**src/stp_pkg.sv**
```systemverilog
package stp_pkg;

	// ****************************************************************
	// register map
	// ****************************************************************
	localparam logic [3:0]  STP_OFS_CTRL      = 4'h0;
	localparam logic [3:0]  STP_OFS_STAT      = 4'h4;
	localparam int          STP_CTRL_CHAN_EN  = 0;
	localparam int          STP_CTRL_DBL      = 1;
	localparam int          STP_CTRL_ENC_BYP  = 2;
	localparam int          STP_CTRL_W10      = 3;
	localparam int          STP_CTRL_PROTO    = 4;
	localparam int          STP_CTRL_GIGE_DIS = 6;
	localparam int          STP_CTRL_PREDIV   = 7;
	localparam int          STP_CTRL_MULT     = 8;
	localparam int          STP_STAT_LOCK     = 0;
	localparam int          STP_STAT_MULT_ERR = 1;
	localparam int          STP_STAT_RD       = 2;
	localparam int          STP_STAT_UFLOW    = 3;
	localparam int          STP_STAT_LEVEL    = 4;
	localparam logic [4:0]  STP_MULT_RST      = 5'h0a;

	// ****************************************************************
	// timing
	// ****************************************************************
	localparam int          STP_CLK_MHZ       = 10;
	localparam int          STP_LOCK_NS       = 2000;
	localparam int          STP_LOCK_CYC      = (STP_LOCK_NS * STP_CLK_MHZ + 999) / 1000;
	localparam int          STP_A_MIN         = 16;

	// ****************************************************************
	// characters (byte value of the code group), then the K28 6b and A7 4b sub-block codes
	// ****************************************************************
	localparam logic [7:0]  STP_K28_0 = 8'h1c;
	localparam logic [7:0]  STP_K28_3 = 8'h7c;
	localparam logic [7:0]  STP_K28_4 = 8'h9c;
	localparam logic [7:0]  STP_K28_5 = 8'hbc;
	localparam logic [7:0]  STP_K27_7 = 8'hfb;
	localparam logic [7:0]  STP_K29_7 = 8'hfd;
	localparam logic [7:0]  STP_K30_7 = 8'hfe;
	localparam logic [7:0]  STP_XG_IDLE = 8'h07;
	localparam logic [7:0]  STP_D21_5 = 8'hb5;
	localparam logic [7:0]  STP_D2_2  = 8'h42;
	localparam logic [7:0]  STP_D5_6  = 8'hc5;
	localparam logic [7:0]  STP_D16_2 = 8'h50;
	localparam logic [5:0]  STP_K28_6B = 6'h0f;
	localparam logic [3:0]  STP_A7_4B  = 4'h7;

	// 5b/6b and 3b/4b codes for negative running disparity, a / f as msb
	localparam logic [5:0]  STP_T6 [0:31] = '{6'h27, 6'h1d, 6'h2d, 6'h31, 6'h35, 6'h29, 6'h19, 6'h38,
		6'h39, 6'h25, 6'h15, 6'h34, 6'h0d, 6'h2c, 6'h1c, 6'h17, 6'h1b, 6'h23, 6'h13, 6'h32,
		6'h0b, 6'h2a, 6'h1a, 6'h3a, 6'h33, 6'h26, 6'h16, 6'h36, 6'h0e, 6'h2e, 6'h1e, 6'h2b};
	localparam logic [3:0]  STP_T4 [0:7] = '{4'hb, 4'h9, 4'h5, 4'hc, 4'hd, 4'ha, 4'h6, 4'he};

	typedef enum logic [1:0] {STP_BASIC = 2'b00, STP_GIGE = 2'b01, STP_XAUI = 2'b10} stp_proto_t;
	typedef enum logic [1:0] {SM_NORM = 2'b00, SM_GIGE_K = 2'b01, SM_XAUI_T = 2'b10} stp_sm_t;

endpackage

```
**src/stp_tx_pcs.sv**
```systemverilog
`timescale 1ns/10ps
`default_nettype none

// Summary of operation
// - pll gives bit, training and fabric clocks
// - pll off when channel unused
// - pll lock indication output
// - factors 2,4,5,8,10,16,20; 2,5 need prediv
// - four word fifo always in path
// - double width split into two words
// - single width bypasses byte serializer
// - byte plus flag to 10b, bypassable
// - run length never above five while the encoder is on
// - state machine follows xaui or gige
// - gige idles become I1 or I2
// - I1 K28.5+ D5.6, I2 K28.5- D16.2+
// - configuration sets left untouched
// - disparity negative after I1 or I2
// - gige machine statically disableable
// - xaui data byte to data group
// - xaui control characters translated
// - prbs7 picks R or K idles
// - A inserted every 16 to 31 idles
// - serializer sends lsb first
module stp_tx_pcs #(
	parameter int DEPTH = 4
) (
	// clock and reset
	input  wire logic        SYS_CLK,
	input  wire logic        SRST,
	// register port
	input  wire logic [3:0]  REG_ADDR,
	input  wire logic [31:0] REG_WDATA,
	input  wire logic        REG_WR,
	input  wire logic        REG_RD,
	output logic      [31:0] REG_RDATA,
	// fabric data
	input  wire logic [19:0] TX_DATA,
	input  wire logic [1:0]  TX_KCTRL,
	input  wire logic        TX_VALID,
	output logic             TX_READY,
	// serial line and clocks
	output logic             TX_SERIAL,
	output logic             HS_CLK_EN,
	output logic             RX_TRAIN_CLK,
	output logic             FABRIC_CLK,
	output logic             PLL_LOCKED
);
	import stp_pkg::*;

	// ****************************************************************
	// functions
	// ****************************************************************
	// returns {running disparity after, code j..a with a in bit 0}
	function automatic logic [10:0] enc8b10b(input logic [7:0] d, input logic k, input logic rd);
		logic [5:0] c6;
		logic [3:0] c4;
		logic       k28;
		logic       rd_mid;
		logic       a7;
		logic       unb4;
		logic [9:0] o;
		k28 = k && (d[4:0] == 5'd28);
		c6 = k28 ? STP_K28_6B : STP_T6[d[4:0]];
		if (rd && (($countones(c6) != 3) || (d[4:0] == 5'd7))) begin
			c6 = ~c6;
		end
		rd_mid = rd ^ ($countones(c6) != 3);
		a7 = (d[7:5] == 3'd7) && (k || (!rd_mid && (d[4:0] == 5'd17 || d[4:0] == 5'd18 || d[4:0] == 5'd20))
			|| (rd_mid && (d[4:0] == 5'd11 || d[4:0] == 5'd13 || d[4:0] == 5'd14)));
		c4 = a7 ? STP_A7_4B : STP_T4[d[7:5]];
		unb4 = ($countones(c4) != 2) || (d[7:5] == 3'd3);
		if (k28 ? (unb4 ? rd_mid : !rd_mid) : (unb4 && rd_mid)) begin
			c4 = ~c4;
		end
		for (int i = 0; i < 6; i++) begin
			o[i] = c6[5-i];
		end
		for (int i = 0; i < 4; i++) begin
			o[6+i] = c4[3-i];
		end
		return {rd_mid ^ ($countones(c4) != 2), o};
	endfunction

	// allowed multiplication factors, 2 and 5 only behind the pre-divider
	function automatic logic mult_ok(input logic [4:0] m, input logic prediv);
		case (m)
			5'd4, 5'd8, 5'd10, 5'd16, 5'd20: begin
				mult_ok = 1'b1;
			end
			5'd2, 5'd5: begin
				mult_ok = prediv;
			end
			default: begin
				mult_ok = 1'b0;
			end
		endcase
	endfunction

	// ****************************************************************
	// registers and state
	// ****************************************************************
	logic [12:0]             ctrl_r;
	logic                    uflow_r;
	logic [31:0]             rdata_r;
	logic [$clog2(STP_LOCK_CYC+1)-1:0] lock_cnt_r;
	logic [19:0]             mem_r [DEPTH];
	logic [1:0]              memk_r [DEPTH];
	logic [$clog2(DEPTH)-1:0] wp_r;
	logic [$clog2(DEPTH)-1:0] rp_r;
	logic [$clog2(DEPTH):0]  cnt_r;
	logic                    half_r;
	logic                    run_r;
	logic [3:0]              bit_r;
	logic [9:0]              sh_r;
	logic                    rd_r;
	stp_sm_t                 sm_r;
	logic                    i1_r;
	logic [6:0]              prbs_r;
	logic [4:0]              acnt_r;
	logic                    train_r;
	logic                    fab_r;

	// ****************************************************************
	// configuration decode
	// ****************************************************************
	wire logic       chan_en   = ctrl_r[STP_CTRL_CHAN_EN];
	wire logic       dbl       = ctrl_r[STP_CTRL_DBL];
	wire logic       enc_on    = !ctrl_r[STP_CTRL_ENC_BYP];
	wire logic       w10       = ctrl_r[STP_CTRL_W10];
	wire stp_proto_t proto     = stp_proto_t'(ctrl_r[STP_CTRL_PROTO +: 2]);
	wire logic       gige_on   = (proto == STP_GIGE) && !ctrl_r[STP_CTRL_GIGE_DIS];
	wire logic       xaui_on   = (proto == STP_XAUI);
	wire logic       mult_bad  = !mult_ok(ctrl_r[STP_CTRL_MULT +: 5], ctrl_r[STP_CTRL_PREDIV]);
	wire logic       ctrl_wr   = REG_WR && (REG_ADDR == STP_OFS_CTRL);
	wire logic       stat_wr   = REG_WR && (REG_ADDR == STP_OFS_STAT);
	wire logic [3:0] sym_last  = (enc_on || w10) ? 4'd9 : 4'd7;

	// ****************************************************************
	// fifo and byte serializer selection
	// ****************************************************************
	wire logic        locked  = (lock_cnt_r == STP_LOCK_CYC[$bits(lock_cnt_r)-1:0]);
	wire logic        empty   = (cnt_r == '0);
	wire logic        full    = (cnt_r == DEPTH[$clog2(DEPTH):0]);
	wire logic        load    = locked && (!run_r || (bit_r == sym_last));
	wire logic        push    = TX_VALID && !full;
	wire logic        pop     = load && !empty && (!dbl || half_r);
	wire logic [19:0] head    = mem_r[rp_r];
	wire logic [1:0]  headk   = memk_r[rp_r];
	// an empty fifo sends a comma (or an xgmii idle), or an all-zero word with the encoder bypassed, rather than stale data
	wire logic [7:0]  in_byte = empty ? (xaui_on ? STP_XG_IDLE : STP_K28_5) : (half_r ? head[15:8] : head[7:0]);
	wire logic        in_k    = empty ? 1'b1 : (half_r ? headk[1] : headk[0]);
	wire logic [9:0]  in_raw  = empty ? 10'h000 : (half_r ? head[19:10] : head[9:0]);

	// ****************************************************************
	// transmit state machine
	// ****************************************************************
	logic [7:0] sm_byte;
	logic       sm_k;
	logic       idle_rep;
	logic       a_emit;
	logic       xg_idle;
	stp_sm_t    sm_nxt;
	always_comb begin
		sm_byte = in_byte;
		sm_k = in_k;
		idle_rep = 1'b0;
		a_emit = 1'b0;
		xg_idle = 1'b0;
		sm_nxt = SM_NORM;
		if (gige_on) begin
			// second byte of an idle set; configuration sets pass
			if (sm_r == SM_GIGE_K && !in_k && in_byte != STP_D21_5 && in_byte != STP_D2_2) begin
				sm_byte = i1_r ? STP_D5_6 : STP_D16_2;
				idle_rep = 1'b1;
			end
			if (in_k && in_byte == STP_K28_5) begin
				sm_nxt = SM_GIGE_K;
			end
		end else if (xaui_on && in_k) begin
			case (in_byte)
				STP_XG_IDLE: begin
					xg_idle = 1'b1;
					if (sm_r == SM_XAUI_T) begin
						sm_byte = STP_K28_5;
					end else if (acnt_r == 5'd0) begin
						sm_byte = STP_K28_3;
						a_emit = 1'b1;
					end else begin
						sm_byte = prbs_r[0] ? STP_K28_0 : STP_K28_5;
					end
				end
				STP_K28_4, STP_K27_7, STP_K29_7, STP_K30_7, 8'h3c, 8'h5c, 8'hdc, 8'hf7: begin
					sm_byte = in_byte;
				end
				default: begin
					sm_byte = STP_K30_7;
				end
			endcase
			if (in_byte == STP_K29_7) begin
				sm_nxt = SM_XAUI_T;
			end
		end
	end

	// xaui data lanes (control bit low) fall through unchanged above; gige idle second bytes are replaced
	wire logic [10:0] enc_out = enc8b10b(sm_byte, sm_k, rd_r);
	wire logic [9:0]  code    = enc_on ? enc_out[9:0] : in_raw;

	// ****************************************************************
	// register port
	// ****************************************************************
	always_ff @(posedge SYS_CLK) begin
		if (SRST) begin
			ctrl_r <= {STP_MULT_RST, 8'h00};
		end else if (ctrl_wr) begin
			ctrl_r <= REG_WDATA[12:0];
		end
	end

	// underflow is sticky; write one to clear, a new event wins
	always_ff @(posedge SYS_CLK) begin
		if (SRST) begin
			uflow_r <= 1'b0;
		end else begin
			uflow_r <= (load && empty) || (uflow_r && !(stat_wr && REG_WDATA[STP_STAT_UFLOW]));
		end
	end

	wire logic [31:0] stat_word = {25'h0, cnt_r, uflow_r, rd_r, mult_bad, locked};
	wire logic [31:0] rd_mux    = (REG_ADDR == STP_OFS_CTRL) ? {19'h0, ctrl_r} :
		(REG_ADDR == STP_OFS_STAT) ? stat_word : 32'h0;
	always_ff @(posedge SYS_CLK) begin
		if (SRST) begin
			rdata_r <= 32'h0;
		end else begin
			rdata_r <= REG_RD ? rd_mux : 32'h0;
		end
	end

	// ****************************************************************
	// pll model
	// ****************************************************************
	// reconfiguration restarts acquisition; off when channel unused
	always_ff @(posedge SYS_CLK) begin
		if (SRST || ctrl_wr || !chan_en || mult_bad) begin
			lock_cnt_r <= '0;
		end else if (!locked) begin
			lock_cnt_r <= lock_cnt_r + 1'b1;
		end
	end

	// ****************************************************************
	// phase compensation fifo
	// ****************************************************************
	// no bypass path exists: every word goes through these entries
	always_ff @(posedge SYS_CLK) begin
		if (push) begin
			mem_r[wp_r] <= TX_DATA;
			memk_r[wp_r] <= TX_KCTRL;
		end
	end

	always_ff @(posedge SYS_CLK) begin
		if (SRST) begin
			wp_r <= '0;
			rp_r <= '0;
			cnt_r <= '0;
		end else begin
			wp_r <= push ? wp_r + 1'b1 : wp_r;
			rp_r <= pop ? rp_r + 1'b1 : rp_r;
			cnt_r <= cnt_r + {{$clog2(DEPTH){1'b0}}, push} - {{$clog2(DEPTH){1'b0}}, pop};
		end
	end

	// ****************************************************************
	// byte serializer, state machine and encoder state
	// ****************************************************************
	always_ff @(posedge SYS_CLK) begin
		if (SRST) begin
			half_r <= 1'b0;
			rd_r <= 1'b0;
			sm_r <= SM_NORM;
			i1_r <= 1'b0;
			prbs_r <= 7'h7f;
			acnt_r <= 5'd16;
		end else if (load) begin
			half_r <= (dbl && !empty) ? !half_r : 1'b0;
			rd_r <= enc_on ? enc_out[10] : rd_r;
			sm_r <= sm_nxt;
			i1_r <= rd_r;
			if (xg_idle) begin
				prbs_r <= {prbs_r[5:0], prbs_r[6] ^ prbs_r[5]};
				acnt_r <= a_emit ? 5'(STP_A_MIN) + {1'b0, prbs_r[3:0]} :
					(acnt_r == 5'd0 ? acnt_r : acnt_r - 5'd1);
			end
		end
	end

	// ****************************************************************
	// serializer and clock outputs
	// ****************************************************************
	// the bit clock is the system clock; the shift stops while unlocked
	always_ff @(posedge SYS_CLK) begin
		if (SRST || !locked) begin
			run_r <= 1'b0;
			bit_r <= 4'd0;
			sh_r <= 10'h000;
		end else if (load) begin
			run_r <= 1'b1;
			bit_r <= 4'd0;
			sh_r <= code;
		end else begin
			bit_r <= bit_r + 4'd1;
			sh_r <= {1'b0, sh_r[9:1]};
		end
	end

	// training clock at word rate; fabric clock toggles per symbol in double width so underflow never stops it
	always_ff @(posedge SYS_CLK) begin
		if (SRST || !locked) begin
			train_r <= 1'b0;
			fab_r <= 1'b0;
		end else begin
			train_r <= load || (run_r && bit_r < {1'b0, sym_last[3:1]});
			fab_r <= dbl ? (load ? !fab_r : fab_r) : (load || (run_r && bit_r < {1'b0, sym_last[3:1]}));
		end
	end

	assign TX_SERIAL    = sh_r[0];
	assign HS_CLK_EN    = run_r;
	assign RX_TRAIN_CLK = train_r;
	assign FABRIC_CLK   = fab_r;
	assign PLL_LOCKED   = locked;
	assign TX_READY     = !full;
	assign REG_RDATA    = rdata_r;

	// ****************************************************************
	// assertions
	// ****************************************************************
	// helpers: serial run length, idle count since the last A
	logic [3:0] runl_r;
	logic [5:0] idles_r;
	logic       prev_r;
	always_ff @(posedge SYS_CLK) begin
		if (SRST || !run_r || !enc_on || ctrl_wr) begin
			runl_r <= 4'd0;
			prev_r <= 1'b0;
		end else begin
			prev_r <= TX_SERIAL;
			runl_r <= (runl_r != 4'd0 && TX_SERIAL == prev_r) ? runl_r + 4'd1 : 4'd1;
		end
	end
	always_ff @(posedge SYS_CLK) begin
		if (SRST) begin // same restart as the A counter it shadows
			idles_r <= 6'd0;
		end else if (load && xg_idle) begin
			idles_r <= a_emit ? 6'd0 : idles_r + 6'd1;
		end
	end

	property p_fifo_depth;
		@(posedge SYS_CLK) disable iff (SRST) (cnt_r <= DEPTH) && (TX_READY == (cnt_r != DEPTH));
	endproperty
	a_fifo_depth: assert property (p_fifo_depth) else $error("fifo level beyond depth");

	property p_lsb_first;
		@(posedge SYS_CLK) disable iff (SRST) (load && !ctrl_wr) |=> ##1 (TX_SERIAL == $past(code[1], 2));
	endproperty
	a_lsb_first: assert property (p_lsb_first) else $error("second bit out is not code bit 1");

	property p_run_length;
		@(posedge SYS_CLK) disable iff (SRST) runl_r <= 4'd5;
	endproperty
	a_run_length: assert property (p_run_length) else $error("more than five equal bits");

	property p_idle_rd;
		@(posedge SYS_CLK) disable iff (SRST) (load && idle_rep && enc_on) |=> !rd_r;
	endproperty
	a_idle_rd: assert property (p_idle_rd) else $error("disparity positive after idle set");

	property p_a_interval;
		@(posedge SYS_CLK) disable iff (SRST || ctrl_wr) (load && a_emit) |-> (idles_r >= 6'd16 && idles_r <= 6'd31);
	endproperty
	a_a_interval: assert property (p_a_interval) else $error("A spacing outside 16 to 31");

	property p_prbs_live;
		@(posedge SYS_CLK) disable iff (SRST) (load && xg_idle) |=> (prbs_r != 7'h00) && (prbs_r != $past(prbs_r));
	endproperty
	a_prbs_live: assert property (p_prbs_live) else $error("idle prbs stuck");

	property p_single_bypass;
		@(posedge SYS_CLK) disable iff (SRST) (!dbl && load) |=> !half_r;
	endproperty
	a_single_bypass: assert property (p_single_bypass) else $error("byte serializer active in single width");

	property p_dbl_pop;
		@(posedge SYS_CLK) disable iff (SRST) (dbl && load && !empty && !half_r) |-> !pop ##1 half_r;
	endproperty
	a_dbl_pop: assert property (p_dbl_pop) else $error("double word popped after one half");

	property p_pll_off;
		@(posedge SYS_CLK) disable iff (SRST) (!chan_en || mult_bad) |=> !PLL_LOCKED;
	endproperty
	a_pll_off: assert property (p_pll_off) else $error("pll locked while off or misconfigured");

	property p_cfg_pass;
		@(posedge SYS_CLK) disable iff (SRST) (gige_on && sm_r == SM_GIGE_K && !in_k && in_byte == STP_D21_5)
			|-> (sm_byte == STP_D21_5);
	endproperty
	a_cfg_pass: assert property (p_cfg_pass) else $error("configuration set altered");

	c_i1: cover property (@(posedge SYS_CLK) load && idle_rep && i1_r);
	c_i2: cover property (@(posedge SYS_CLK) load && idle_rep && !i1_r);
	c_a: cover property (@(posedge SYS_CLK) load && a_emit);
	c_full: cover property (@(posedge SYS_CLK) full && TX_VALID);
endmodule

`default_nettype wire

```
**config.mk**
```make
export PLATFORM = sky130hd
export DESIGN_NAME = stp_tx_pcs
export DESIGN_NICKNAME = d
export VERILOG_FILES = /design/src/stp_pkg.sv /design/src/stp_tx_pcs.sv
export SDC_FILE = /design/constraint.sdc
export NUM_CORES = 1
export LEC_CHECK = 0
export BUFFER_PORTS_ARGS = -buffer_cell sky130_fd_sc_hd__buf_2
export CORE_ASPECT_RATIO = 1.1
export CORE_UTILIZATION = 54
export CTS_CLUSTER_DIAMETER = 120
export DETAILED_ROUTE_END_ITERATION = 10
export GPL_ROUTABILITY_DRIVEN = 0
export PLACE_DENSITY_LB_ADDON = 0.3
export SYNTH_ARGS = -nofsm -noshare
export SYNTH_HDL_FRONTEND = slang
export SYNTH_SLANG_ARGS = --single-unit
```
**constraint.sdc**
```tcl
create_clock -name SYS_CLK -period 33.8 [get_ports SYS_CLK]
set_input_delay 0 -clock SYS_CLK [delete_from_list [all_inputs] [get_ports SYS_CLK]]
set_output_delay 0 -clock SYS_CLK [all_outputs]
set_load 0.005 [all_outputs]
```
# After elaboration in Yosys (flattened, before gate mapping)
# Memories as Yosys holds them, arrays and structs flattened. A register that Yosys moved wholly into a read port is not among the register bits.
# Index checks and enable logic that the tools add are counted.
[totals]
mem_count = 4
word_cells = 225
inputBits = 63
register_bits = 92
out_inout_bits = 38
ram_bits = 88
romBits = 224
[memory_table]
columns = ["name", "words", "width", "rd", "rd_ports_with_merged_regs", "write_ports", "line_no", "source"]
rows = [
  ["(no name shown)", 32, 6, 1, 0, 0, "stp_tx_pcs.sv:64", "c6 = k28 ? STP_K28_6B : STP_T6[d[4:0]];"],
  ["mem_r", 4, 20, 1, 1, 1, "stp_tx_pcs.sv:107", "logic [19:0] mem_r [DEPTH];"],
  ["(no name shown)", 8, 4, 1, 0, 0, "stp_tx_pcs.sv:71", "c4 = a7 ? STP_A7_4B : STP_T4[d[7:5]];"],
  ["memk_r", 4, 2, 1, 1, 1, "stp_tx_pcs.sv:108", "logic [1:0] memk_r [DEPTH];"],
]
[classes]
bitwise_logic = 10
addsub = 24
mux = 54
magnitude_cmp = 3
n_reduce_logical = 67
eq_ne = 43
[op_table]
columns = ["operator", "count"]
rows = [
  ["two-way mux 8 bit", 10],
  ["== test 8 bit, second input constant", 7],
  ["== test 5 bit, second input constant", 7],
  ["two-way mux 10 bit", 3],
  ["== test 5 x 4 -> 1 bit, second input constant", 5],
  ["two-way mux 6 bit", 4],
  ["logical AND 1 bit", 23],
  ["adder 1 x 1 -> 2 bit", 10],
  ["two-way mux 4 bit", 5],
  ["two-way mux 1 bit", 18],
  ["logical OR 1 bit", 17],
  ["one-hot mux 8 bit (2 select lines)", 1],
  ["== test 5 x 3 -> 1 bit, second input constant", 3],
  ["zero test 1 bit", 14],
  ["two-way mux 2 bit", 7],
  ["two-way mux 13 bit", 1],
  ["adder 2 x 2 -> 3 bit", 4],
  ["two-way mux 5 bit", 2],
  ["two-way mux 9 bit", 1],
  ["adder 3 x 2 -> 4 bit", 2],
  ["== test 8 x 3 -> 1 bit, second input constant", 1],
  ["== test 8 x 6 -> 1 bit, second input constant", 1],
  ["== test 8 x 7 -> 1 bit, second input constant", 1],
  ["inequality test 4 x 2 -> 1 bit, second input constant", 2],
  ["39 further kinds", 52],
]

# Depth between registers and ports, before layout
# Gate-level depths: netlist (run 1).
[depth]
depth_word = 42
mapped_depth = 60

# Least setup slack after synthesis (run 1)
# No wires, ideal clock.
[synth_path]
path_kind = "reg-to-reg"
from = "reg (tool-made name)"
to = "reg rd_r"
stages_incl_launch_ff = 58
slack_ns = 22.107
synth_period_minus_slack_ns = 11.693
path_buffers = 2
required_ns = 33.672
t_arrival_ns = 11.565
cell_sequence = "dfxtp_1 buf_6 mux2_4 mux4_2 nand3b_1 nor4_4 a311o_4 buf_6 nand3_1 a21oi_1 inv_1 ha_1 nand2_1 or3_1 o32ai_1 a221o_1 mux2i_1 inv_1 (+22 left out) inv_1 fa_1 ha_1 ha_1 nor2_1 o211ai_1 ha_1 nor3_1 a21oi_2 xnor2_1 ha_1 ha_1 ha_1 nand2_1 xnor2_1 nor3_1 xnor2_1 nor2_1"
[synth_rtl]
columns = ["item", "line_no", "source"]
rows = [
  ["end signal: assignment", "stp_tx_pcs.sv:289", "rd_r <= enc_on ? enc_out[10] : rd_r;"],
  ["end: declaration", "stp_tx_pcs.sv:116", "logic rd_r;"],
]

==> summary.md, run 1 <==
| Metric | Value |
|---|---|
| Status | `finished clean` |
| GRT Resource Usage Total | `0.252` |
| CP Capture Type | `flip-flop` |
| Setup tns final | `0 ns` |
| Slew @ Worst Pin | `1.20 ns` |
| Most frequent cells in the layout | `88 x edfxtp_1, 81 x nand2_1, 74 x dfxtp_1, 68 x nor2_1, 62 x buf_2` |
| Routed WL per cell | `18.0 µm` |
| WS Path Type | `reg2reg` |
| Final slew viol count | `0` |
| Hold_ws | `0.0329 ns` |
| Hold endpoint | `wp_r[1]$_SDFFE_PP0P_` |
| Pleak | `~0.0037 µW` |
| Hold depth | `4` |
| Fmax | `a little over 70 MHz` |
| Power per Cell Area | `85.1 nW/µm²` |
| Die height | `approximately 130 µm` |
| Number of synthesized flops with an enable pin | `between 80 and 90` |
| Initial Utilization | `0.559` |
| CTS tree | `built` |
| MaxCap Viol Count | `0` |
| Clk buf depth | `2` |
| Tmin final | `between 10 and 15 ns` |
| Post-DP Area | `just under 9000 µm²` |
| Final cycle utilization of the critical path | `0.410` |
| Clock transition at path regs | `about 0.06 ns` |
| Top-area cell type share of the netlist area | `0.312` |
| Total chip power | `836 µW` |
| DR pass1 iterations | `5` |
| Distinct cells, synth | `86` |
| Cell count after synthesis | `775` |
| Antenna-violating nets left | `0` |
| Final Setup Violations | `0` |
| Post-CTS sizing | `0` |
| Core ar. | `approximately 15,000 µm²` |
| N_diodes | `0` |
| Aggregate global routing overflow | `0` |
| Routed vias | `6,402` |
| Clock Sinks | `about 160` |
| Final instance area | `between 9000 and 10,000 µm²` |
| Cells on worst reg2reg path | `56` |
| Rows | `47` |
| Initial antenna violation count | `0` |
| Die Area | `~16,000 µm²` |
| Register area share after synthesis | `0.488` |
| Htree depth | `4` |
| Largest area contributor in the netlist | `edfxtp_1` |
| Skew-Pair Late Insertion Delay | `0.43 ns` |
| Num ports | `a little over 100` |
| Commonest non-fill, non-tap cell in the layout | `edfxtp_1` |
| Post-synth ARST share | `0` |
| Critical path's largest stage delay | `roughly 1.1 ns` |
| HP Start | `TX_VALID` |
| Worst EP arrival | `between 10 and 15 ns` |
| Syn Area/Cell | `between 10 and 15 µm²` |
| DRC viols | `0` |
| Unrepaired setup endpoints after global routing | `false` |
| Reg2reg end | `rd_r$_SDFFE_PP0P_` |
| Synth top area cells | `edfxtp_1 31%, dfxtp_1 18%, mux2i_1 4.6%` |
| YS warnings | `0` |
| DRT iter0 DRCs | `522` |
| Placed insts | `roughly 1,000` |
| Slew headroom | `0.197` |
| Die Wd | `about 120 µm` |
| Post-DP HPWL | `around 13,000 µm` |
| Min-Delay Path Class | `in2reg` |
| Cell Area, Synth | `between 8000 and 9000 µm²` |
| CP startpoint kind | `flip-flop` |
| Total Wirelength | `between 15,000 and 20,000 µm` |
| # Post-CTS Setup Buffers | `0` |
| Area Growth Syn to Fin | `15.9%` |
| Worst R2R Setup Slack | `19.95 ns` |
| #FFs+latches synth | `163` |
| Ys flop type | `edfxtp_1` |
| First-pass GRT wire length | `approximately 32,000 µm` |
| Worst IR Drop VDD | `around 0.00010 V` |
| Fin cells | `1,078` |
| Critical Path RT | `around 34 ns` |
| CTS buffer count | `17` |
| Largest net degree at the start of global routing | `43` |
| Layout Skew | `approximately 0.015 ns` |
| Vias in the first global route | `6,440` |
| Root Driver | `clkbuf_16` |
| NumNets Final | `approximately 970` |
| Slowest cell on crit path | `dfxtp_2` |
| Crit path max fanout | `38` |
| PortBufs | `62` |
| Vias/cell | `just under 6` |
| Most Frequent Cell on Critical Path | `ha_1` |
| Final hold violations | `0` |
| Share of layout cells above drive strength 1 | `0.160` |
-- cells in the mapped netlist (3+ instances only) --
| cell | number |
|---|---|
| a211o_1 | 4 |
| a21o_1 | 8 |
| a21oi_1 | 35 |
| a21oi_2 | 3 |
| a221o_1 | 6 |
| a22o_1 | 4 |
| a22oi_1 | 5 |
| a2bb2oi_1 | 5 |
| and2_1 | 11 |
| and3_1 | 8 |
| buf_2 | 6 |
| buf_4 | 19 |
| buf_6 | 3 |
| clkbuf_1 | 16 |
| dfxtp_1 | 75 |
| edfxtp_1 | 88 |
| fa_1 | 7 |
| ha_1 | 29 |
| inv_1 | 26 |
| mux2_4 | 5 |
| mux2i_1 | 39 |
| mux4_2 | 13 |
| nand2_1 | 81 |
| nand2b_1 | 9 |
| nand3_1 | 16 |
| nand3b_1 | 5 |
| nand4_1 | 5 |
| nor2_1 | 68 |
| nor2b_1 | 7 |
| nor3_1 | 22 |
| nor4_1 | 6 |
| o211ai_1 | 7 |
| o21ai_0 | 21 |
| o22ai_1 | 11 |
| o31ai_1 | 3 |
| or2_1 | 3 |
| or2_2 | 4 |
| or3_1 | 3 |
| xnor2_1 | 16 |
| xor2_1 | 12 |
-- kinds of logic after synthesis --
family,Yosys count,share of synthesized area
buffers and inverters,76,0.0488
xor gates and xnor gates,28,0.0289
other,1,0.000442
and+or+nand+nor,260,0.151
adders and majority gates,36,0.0593
AOI/OAI and AO/OA,149,0.127
DFF,163,0.488
muxes,62,0.0963
-- layer usage --
metal  part of all wire  vias up  global-route usage
met1               0.40     3098               0.298
met5                  0        -                   0
met2               0.52      266               0.435
met4              0.028        0               0.129
met3              0.056       41              0.0467
li1                   -     2997                   -
-- how the worst max path moves through the flow --
| stage | to | cells after the start | start | slack [ns] |
|---|---|---|---|---|
| final | rd_r$_SDFFE_PP0P_ | 56 | flip-flop | 19.95 |
| after global routing | rd_r$_SDFFE_PP0P_ | 55 | flip-flop | 19.17 |
| after CTS | rd_r$_SDFFE_PP0P_ | 55 | flip-flop | 20.01 |
| after detailed placement | rd_r$_SDFFE_PP0P_ | 55 | flip-flop | 20.09 |
| after global placement | rd_r$_SDFFE_PP0P_ | 55 | flip-flop | 20.50 |
| after floorplan | rd_r$_SDFFE_PP0P_ | 57 | flip-flop | 22.11 |
-- report_power, final --
part / switching, µW / internal, µW / leakage (µW)
Sequential: 4.61 / 222 / 0.00141
Combinational: 240 / 166 / 0.00199
Clock: 79.5 / 124 / 0.000291
-- per-stage QoR --
| stage | util | worst slack [ns] |
|---|---|---|
| floorplan | - | 22.11 |
| global placement | 0.583 | 20.50 |
| detailed placement | 0.583 | 20.09 |
| CTS | 0.648 | 20.01 |
| global route | 0.648 | 19.17 |
| finish | 0.648 | 19.95 |
-- flip-flops by register name, indices dropped and copies added, names as in the netlist, 2 cells and up, named ones only --
signal,flops
REG_RDATA,13
ctrl_r,13
rp_r,2
sm_r,2
mem_r,80
wp_r,2
bit_r,4
cnt_r,3
sh_r,10
prbs_r,7
lock_cnt_r,5
memk_r,8
acnt_r,5
-- critical path: cells and delay by family (launching register included) --
| kind | cells | cell delay [ns] |
|---|---|---|
| compound gates | 8 | 1.99 |
| mux | 3 | 1.14 |
| flops | 1 | 1.10 |
| buf+inv | 8 | 0.73 |
| fa+ha+maj | 16 | 5.10 |
| simple gates | 16 | 2.51 |
| xor+xnor | 5 | 1.08 |
-- area by class of cell --
type | count | area [µm²]
fillers | 1184 | 5340
flip-flops and latches | 163 | 4150
multi-input cells | 554 | 3990
repair buffers | 105 | 726
clock buffers | 20 | 437
well taps | 196 | 245
clock inverters | 12 | 178
inverters | 28 | 105
-- repair_timing --
action                                 CTS  global route
hold buffers                            37             0
endpoints found under the hold margin  102             0
setup endpoints to repair                0             0
Note: power is estimated with default switching activity, not from simulation.
==> run 2, diff against run 1 <==
Settings changed: CORE_UTILIZATION 54 to 53.
Clock period 33.8 ns to 11.1 ns, I/O delays scaled along.
==> summary.md, run 2 (synthesis results as in run 1) <==
| Metric | Value |
|---|---|
| Status | `complete, but fails checks` |
| Failing checks | `setup timing` |
| DRT iter0 DRCs | `481 (-7.9%)` |
| Area Growth Syn to Fin | `27.7%` |
| Layout Skew | `0.0112 ns (-0.00385 ns)` |
| DR pass1 iterations | `5 (unchanged)` |
| Skew-Pair Late Insertion Delay | `0.43 ns (about the same)` |
| CP startpoint kind | `flip-flop` |
| Hold_ws | `0.0587 ns (+0.0258 ns)` |
| Pint | `1840 µW (+260%)` |
| Hold depth | `3 (-1)` |
| Total chip power | `2960 µW (+250%)` |
| Post-DP HPWL | `15,200 µm (+16%)` |
| PortBufs | `62 (unchanged)` |
| Min-Delay Path Class | `in2reg` |
| Largest Register | `mem_r` |
| Final hold violations | `0 (unchanged)` |
| Post-place setup slack | `-0.227 ns (-20.32 ns)` |
| Slew headroom | `0.232 (+0.0355)` |
| Switching Fraction | `0.379 (-0.00895)` |
| Fmax | `89.2 MHz (+23%)` |
| Hold endpoint | `REG_RDATA[1]$_SDFF_PP0_` |
| Num ports | `101 (unchanged)` |
| Sequential power share | `0.234 (-0.037)` |
| Die height | `135 µm (+0.93%)` |
| Critical Path RT | `11.40 ns (-22.68 ns)` |
| CP Capture Type | `flip-flop` |
| Initial antenna violation count | `0 (unchanged)` |
| Pleak | `0.00423 µW (+15%)` |
| Aggregate global routing overflow | `0 (unchanged)` |
| Vias in the first global route | `7,061 (+9.6%)` |
| Placed insts | `1,094 (+8.4%)` |
| Setup tns final | `-0.115 ns (-0.115 ns)` |
| Die Area | `16,500 µm² (+1.9%)` |
| Clk pwr share | `0.200 (-0.043)` |
| DRC viols | `0 (unchanged)` |
| CTS tree | `built` |
| NumNets Final | `1,063 (+9.8%)` |
| Share of layout cells above drive strength 1 | `0.287 (+0.127)` |
| Power per Cell Area | `274 nW/µm² (+220%)` |
| Routed vias | `6,794 (+6.1%)` |
| Antenna-violating nets left | `0 (unchanged)` |
| GRT Resource Usage Total | `0.281 (+0.0289)` |
| Psw | `1120 µW (+250%)` |
| WS Path Type | `reg2reg` |
| Worst EP arrival | `11.51 ns (-2.62 ns)` |
| Final slew viol count | `0 (unchanged)` |
| Initial Utilization | `0.541 (-0.0179)` |
| CTS buffer count | `17 (unchanged)` |
| Slowest cell on crit path | `mux4_2` |
| Htree depth | `4 (unchanged)` |
| Clk buf depth | `2 (unchanged)` |
| Most Frequent Cell on Critical Path | `fa_1` |
| N_diodes | `0 (unchanged)` |
| Rows | `48 (+2.1%)` |
| Crit path max fanout | `11 (-71%)` |
| Tmin final | `11.21 ns (-2.63 ns)` |
| Worst R2R Setup Slack | `-0.11 ns (-20.07 ns)` |
| Unrepaired setup endpoints after global routing | `true` |
| Slew @ Worst Pin | `1.15 ns (-0.0532 ns)` |
| Total Wirelength | `21,900 µm (+12%)` |
| Worst Setup Slack, final | `-0.115 ns (-20.07 ns)` |
| Largest register FFs | `80 (unchanged)` |
| Clock transition at path regs | `0.07 ns (about the same)` |
| Comb power frac | `0.566 (+0.080)` |
| Die Wd | `123 µm (+0.92%)` |
| Final Setup Violations | `1 (+1)` |
| Root Driver | `clkbuf_16` |
| Commonest non-fill, non-tap cell in the layout | `buf_4` |
| Core ar. | `15,700 µm² (+3.3%)` |
| Most frequent cells in the layout | `95 x buf_4, 88 x edfxtp_1, 80 x nand2_1, 73 x dfxtp_1, 66 x nor2_1` |
| HP Start | `REG_RD` |
| MaxCap Viol Count | `0 (unchanged)` |
| Fin cells | `1,177 (+9.2%)` |
| Cells on worst reg2reg path | `57 (+1.8%)` |
| Worst IR Drop VDD | `0.000248 V (+140%)` |
| Largest net degree at the start of global routing | `43 (unchanged)` |
| Critical path's largest stage delay | `0.50 ns (-0.60 ns)` |
| Reg2reg end | `rd_r$_SDFFE_PP0P_` |
| Routed WL per cell | `18.6 µm (+3.0%)` |
| First-pass GRT wire length | `35,000 µm (+11%)` |
| Clock Sinks | `163 (unchanged)` |
| Vias/cell | `5.77 (-2.8%)` |
| Final cycle utilization of the critical path | `1.01 (+0.601)` |
-- run 2: cell types whose count changed in the layout (fill, tap and decap cells not counted), sizes merged --
cell | previous run | this run
dlygate4sd3 | 37 | 38
clkinvlp | 2 | 1
inv | 30 | 34
bufinv | 4 | 0
buf | 68 | 162
clkbuf | 20 | 21
-- run 2: power by group through the flow --
stage / clock network, µW / logic (µW) / registers, µW
after floorplan: 0 / 989 / 698
after global placement: 0 / 1420 / 701
after detailed placement: 0 / 1460 / 703
after CTS: 600 / 1580 / 692
after global routing: 623 / 1870 / 695
final: 594 / 1680 / 693
-- run 2: worst max-delay path, delay by kind of cell (launching register included) --
family          cells  cell delay, ns
mux                 3            0.99
fa+ha+maj          16            4.89
flops               1            0.34
xor+xnor            5            0.81
compound gates      9            1.51
buf+inv             9            0.75
simple gates       15            1.80
-- run 2: repair_timing --
item                                    CTS  global route
endpoints found under the setup margin    1             2
setup buffers                             9             4
hold buffers                             38             0
pin swaps                                17             8
endpoints found under the hold margin   103             0
resized for setup                        27             8
-- run 2: how the worst max path moves through the flow --
stage               startpoint                end  slack [ns]
finish               flip-flop  rd_r$_SDFFE_PP0P_       -0.11
global route         flip-flop  rd_r$_SDFFE_PP0P_       -0.75
floorplan            flip-flop  rd_r$_SDFFE_PP0P_       -0.02
global placement     flip-flop  rd_r$_SDFFE_PP0P_        0.04
detailed placement   flip-flop  rd_r$_SDFFE_PP0P_       -0.23
CTS                  flip-flop  rd_r$_SDFFE_PP0P_       -0.07
-- run 2: metrics by stage --
| stage | instance area, µm² | util |
|---|---|---|
| floorplan | 8660 | - |
| global placement | 9580 | 0.611 |
| detailed placement | 9580 | 0.611 |
| CTS | 10800 | 0.687 |
| global route | 10800 | 0.691 |
| finish | 10800 | 0.691 |
-- run 2: cell type report --
class / instances / area [µm²]
flip-flops and latches: 163 / 4150
clock buffers: 21 / 503
repair buffers: 200 / 1480
well taps: 200 / 250
multi-input cells: 554 / 4250
clock inverters: 11 / 104
inverters: 28 / 105
fillers: 1105 / 4840
-- run 2: layer usage --
layer | vias up | track usage | part of all wire
li1 | 3189 | - | -
met1 | 3281 | 0.307 | 0.38
met2 | 238 | 0.507 | 0.53
met3 | 86 | 0.0511 | 0.038
met4 | 0 | 0.157 | 0.050
met5 | - | 0 | 0
==> run 3, diff against run 2 <==
Settings changed: PLACE_DENSITY set to 0.79, PLACE_DENSITY_LB_ADDON 0.3 to unset, SKIP_CTS_REPAIR_TIMING set to 1.
==> summary.md, run 3 (synthesis results as in run 1) <==
| Metric | Value |
|---|---|
| PortBufs | `62 (unchanged)` |
| Largest net degree at the start of global routing | `43 (unchanged)` |
| Hold_ws | `-0.0288 ns (-0.0875 ns)` |
| Post-DP HPWL | `13,900 µm (-8.7%)` |
| Psw | `1190 µW (+5.6%)` |
| Power per Cell Area | `287 nW/µm² (+5.0%)` |
| CTS buffer count | `17 (unchanged)` |
| Root Driver | `clkbuf_16` |
| Total Wirelength | `20,400 µm (-6.9%)` |
| Aggregate global routing overflow | `0 (unchanged)` |
| Final slew viol count | `0 (unchanged)` |
| Switching Fraction | `0.386 (+0.00712)` |
| Unrepaired setup endpoints after global routing | `true` |
| Num ports | `101 (unchanged)` |
| Cells on worst reg2reg path | `58 (+1.8%)` |
| CTS tree | `built` |
| Die Wd | `123 µm (unchanged)` |
| Hold depth | `5 (+2)` |
| CP Capture Type | `flip-flop` |
| Area Growth Syn to Fin | `26.1%` |
| Rows | `48 (unchanged)` |
| Clk pwr share | `0.188 (-0.012)` |
| DRC viols | `0 (unchanged)` |
| Placed insts | `1,072 (-2.0%)` |
| First-pass GRT wire length | `30,500 µm (-13%)` |
| DRT iter0 DRCs | `504 (+4.8%)` |
| Critical Path RT | `11.39 ns (about the same)` |
| Layout Skew | `0.0130 ns (+0.00181 ns)` |
| Failing checks | `hold timing, setup timing` |
| Worst Setup Slack, final | `-0.237 ns (-0.123 ns)` |
| Min-Delay Path Class | `in2reg` |
| Final cycle utilization of the critical path | `1.02 (+0.0111)` |
| Fill count | `1,105 (unchanged)` |
| Share of layout cells above drive strength 1 | `0.277 (-0.00922)` |
| Initial Utilization | `0.541 (unchanged)` |
| Status | `complete, but fails checks` |
| Die Area | `16,500 µm² (unchanged)` |
| Critical path's largest stage delay | `0.55 ns (+0.05 ns)` |
| Vias in the first global route | `6,265 (-11%)` |
| Core ar. | `15,700 µm² (unchanged)` |
| Clock transition at path regs | `0.07 ns (about the same)` |
| WP buf/inv | `10 (+1)` |
| GRT Resource Usage Total | `0.243 (-0.0383)` |
| Antenna-violating nets left | `0 (unchanged)` |
| Pint | `1890 µW (+2.5%)` |
| Crit path max fanout | `5 (-6)` |
| Clk buf depth | `2 (unchanged)` |
| Skew-Pair Late Insertion Delay | `0.43 ns (about the same)` |
| Total chip power | `3070 µW (+3.7%)` |
| Clock Sinks | `163 (unchanged)` |
| Largest register FFs | `80 (unchanged)` |
| Routed WL per cell | `17.6 µm (-5.5%)` |
| Most frequent cells in the layout | `88 x edfxtp_1, 79 x nand2_1, 74 x buf_4, 72 x dfxtp_1, 67 x nor2_1` |
| N_diodes | `0 (unchanged)` |
| WP depth | `58 (+1.8%)` |
| Pleak | `0.00414 µW (-2.1%)` |
| Slew headroom | `0.229 (-0.00368)` |
| Die height | `135 µm (unchanged)` |
| Fin cells | `1,159 (-1.5%)` |
| NumNets Final | `1,045 (-1.7%)` |
| DR pass1 iterations | `5 (unchanged)` |
| Slew @ Worst Pin | `1.16 ns (+0.00552 ns)` |
| Worst EP arrival | `11.62 ns (+0.11 ns)` |
| Final instance area | `10,700 µm² (-1.2%)` |
| WS Path Type | `reg2reg` |
| Htree depth | `4 (unchanged)` |
| MaxCap Viol Count | `0 (unchanged)` |
| Routed vias | `6,696 (-1.4%)` |
| Tmin final | `11.34 ns (+0.123 ns)` |
| Slowest cell on crit path | `mux4_2` |
| Final hold violations | `1 (+1)` |
| Sequential power share | `0.224 (-0.010)` |
| Top delay family on crit path | `adder cells` |
| Comb power frac | `0.588 (+0.022)` |
| Post-DP Area | `9400 µm² (-1.9%)` |
| Initial antenna violation count | `0 (unchanged)` |
| Commonest non-fill, non-tap cell in the layout | `edfxtp_1` |
| Largest Register | `mem_r` |
| Worst IR Drop VDD | `0.000387 V (+56%)` |
| Fmax | `88.2 MHz (-1.1%)` |
| CP startpoint kind | `flip-flop` |
| Vias/cell | `5.78 (about the same)` |
| Final Setup Violations | `1 (unchanged)` |
## run 3: metal layers
metal / vias to the layer above / share of wire / track usage
met5: - / 0 / 0
met1: 3231 / 0.40 / 0.287
met2: 264 / 0.52 / 0.420
met4: 0 / 0.028 / 0.104
met3: 45 / 0.053 / 0.0557
li1: 3156 / - / -
## run 3: path summary, 6_finish.rpt
path	start	endpoint	slack (ns)
setup / recovery	flip-flop	rd_r$_SDFFE_PP0P_	-0.24
hold / removal	REG_ADDR[0]	uflow_r$_SDFF_PP0_	-0.03
setup reg to reg	flip-flop	rd_r$_SDFFE_PP0P_	-0.24
hold reg to reg	sh_r[5]$_SDFF_PP0_	sh_r[4]$_SDFF_PP0_	0.43
## run 3: area by class of cell
class | instances | area, µm² | share of cell area
Clock buffer | 21 | 492 | 0.0460
Clock inverter | 11 | 90.1 | 0.00842
Inverter | 28 | 111 | 0.0104
Multi-Input combinational cell | 554 | 4230 | 0.395
Sequential cell | 163 | 4150 | 0.388
Tap cell | 200 | 250 | 0.0234
Timing Repair Buffer | 182 | 1380 | 0.129
## run 3: worst reg2reg max path, delay by kind of cell, from the launching register on
family	cells	cell delay, ns
buffers and inverters	10	0.86
muxes	3	0.89
AOI/OAI and AO/OA	9	1.65
xor gates and xnor gates	5	0.76
and+or+nand+nor	15	1.80
adders and majority gates	16	4.88
DFF	1	0.37
## run 3: power groups by stage
stage,clock (µW),combinational (µW),sequential [µW]
5_1_grt,608,2000,692
3_3_place_gp,0,1360,701
2_1_floorplan,0,989,698
3_5_place_dp,0,1410,703
6_report,577,1810,690
4_1_cts,579,1440,690
## run 3: per-stage QoR
step	worst slack, ns	setup TNS, ns	hold WS (ns)	util
2_1_floorplan	-0.0154	-0.0154	0.0989	-
3_3_place_gp	-0.00228	-0.00228	0.215	0.600
3_5_place_dp	-0.359	-0.359	0.215	0.600
4_1_cts	-0.477	-0.477	-0.236	0.637
5_1_grt	-0.899	-0.972	0.0136	0.683
6_report	-0.237	-0.237	-0.0288	0.683
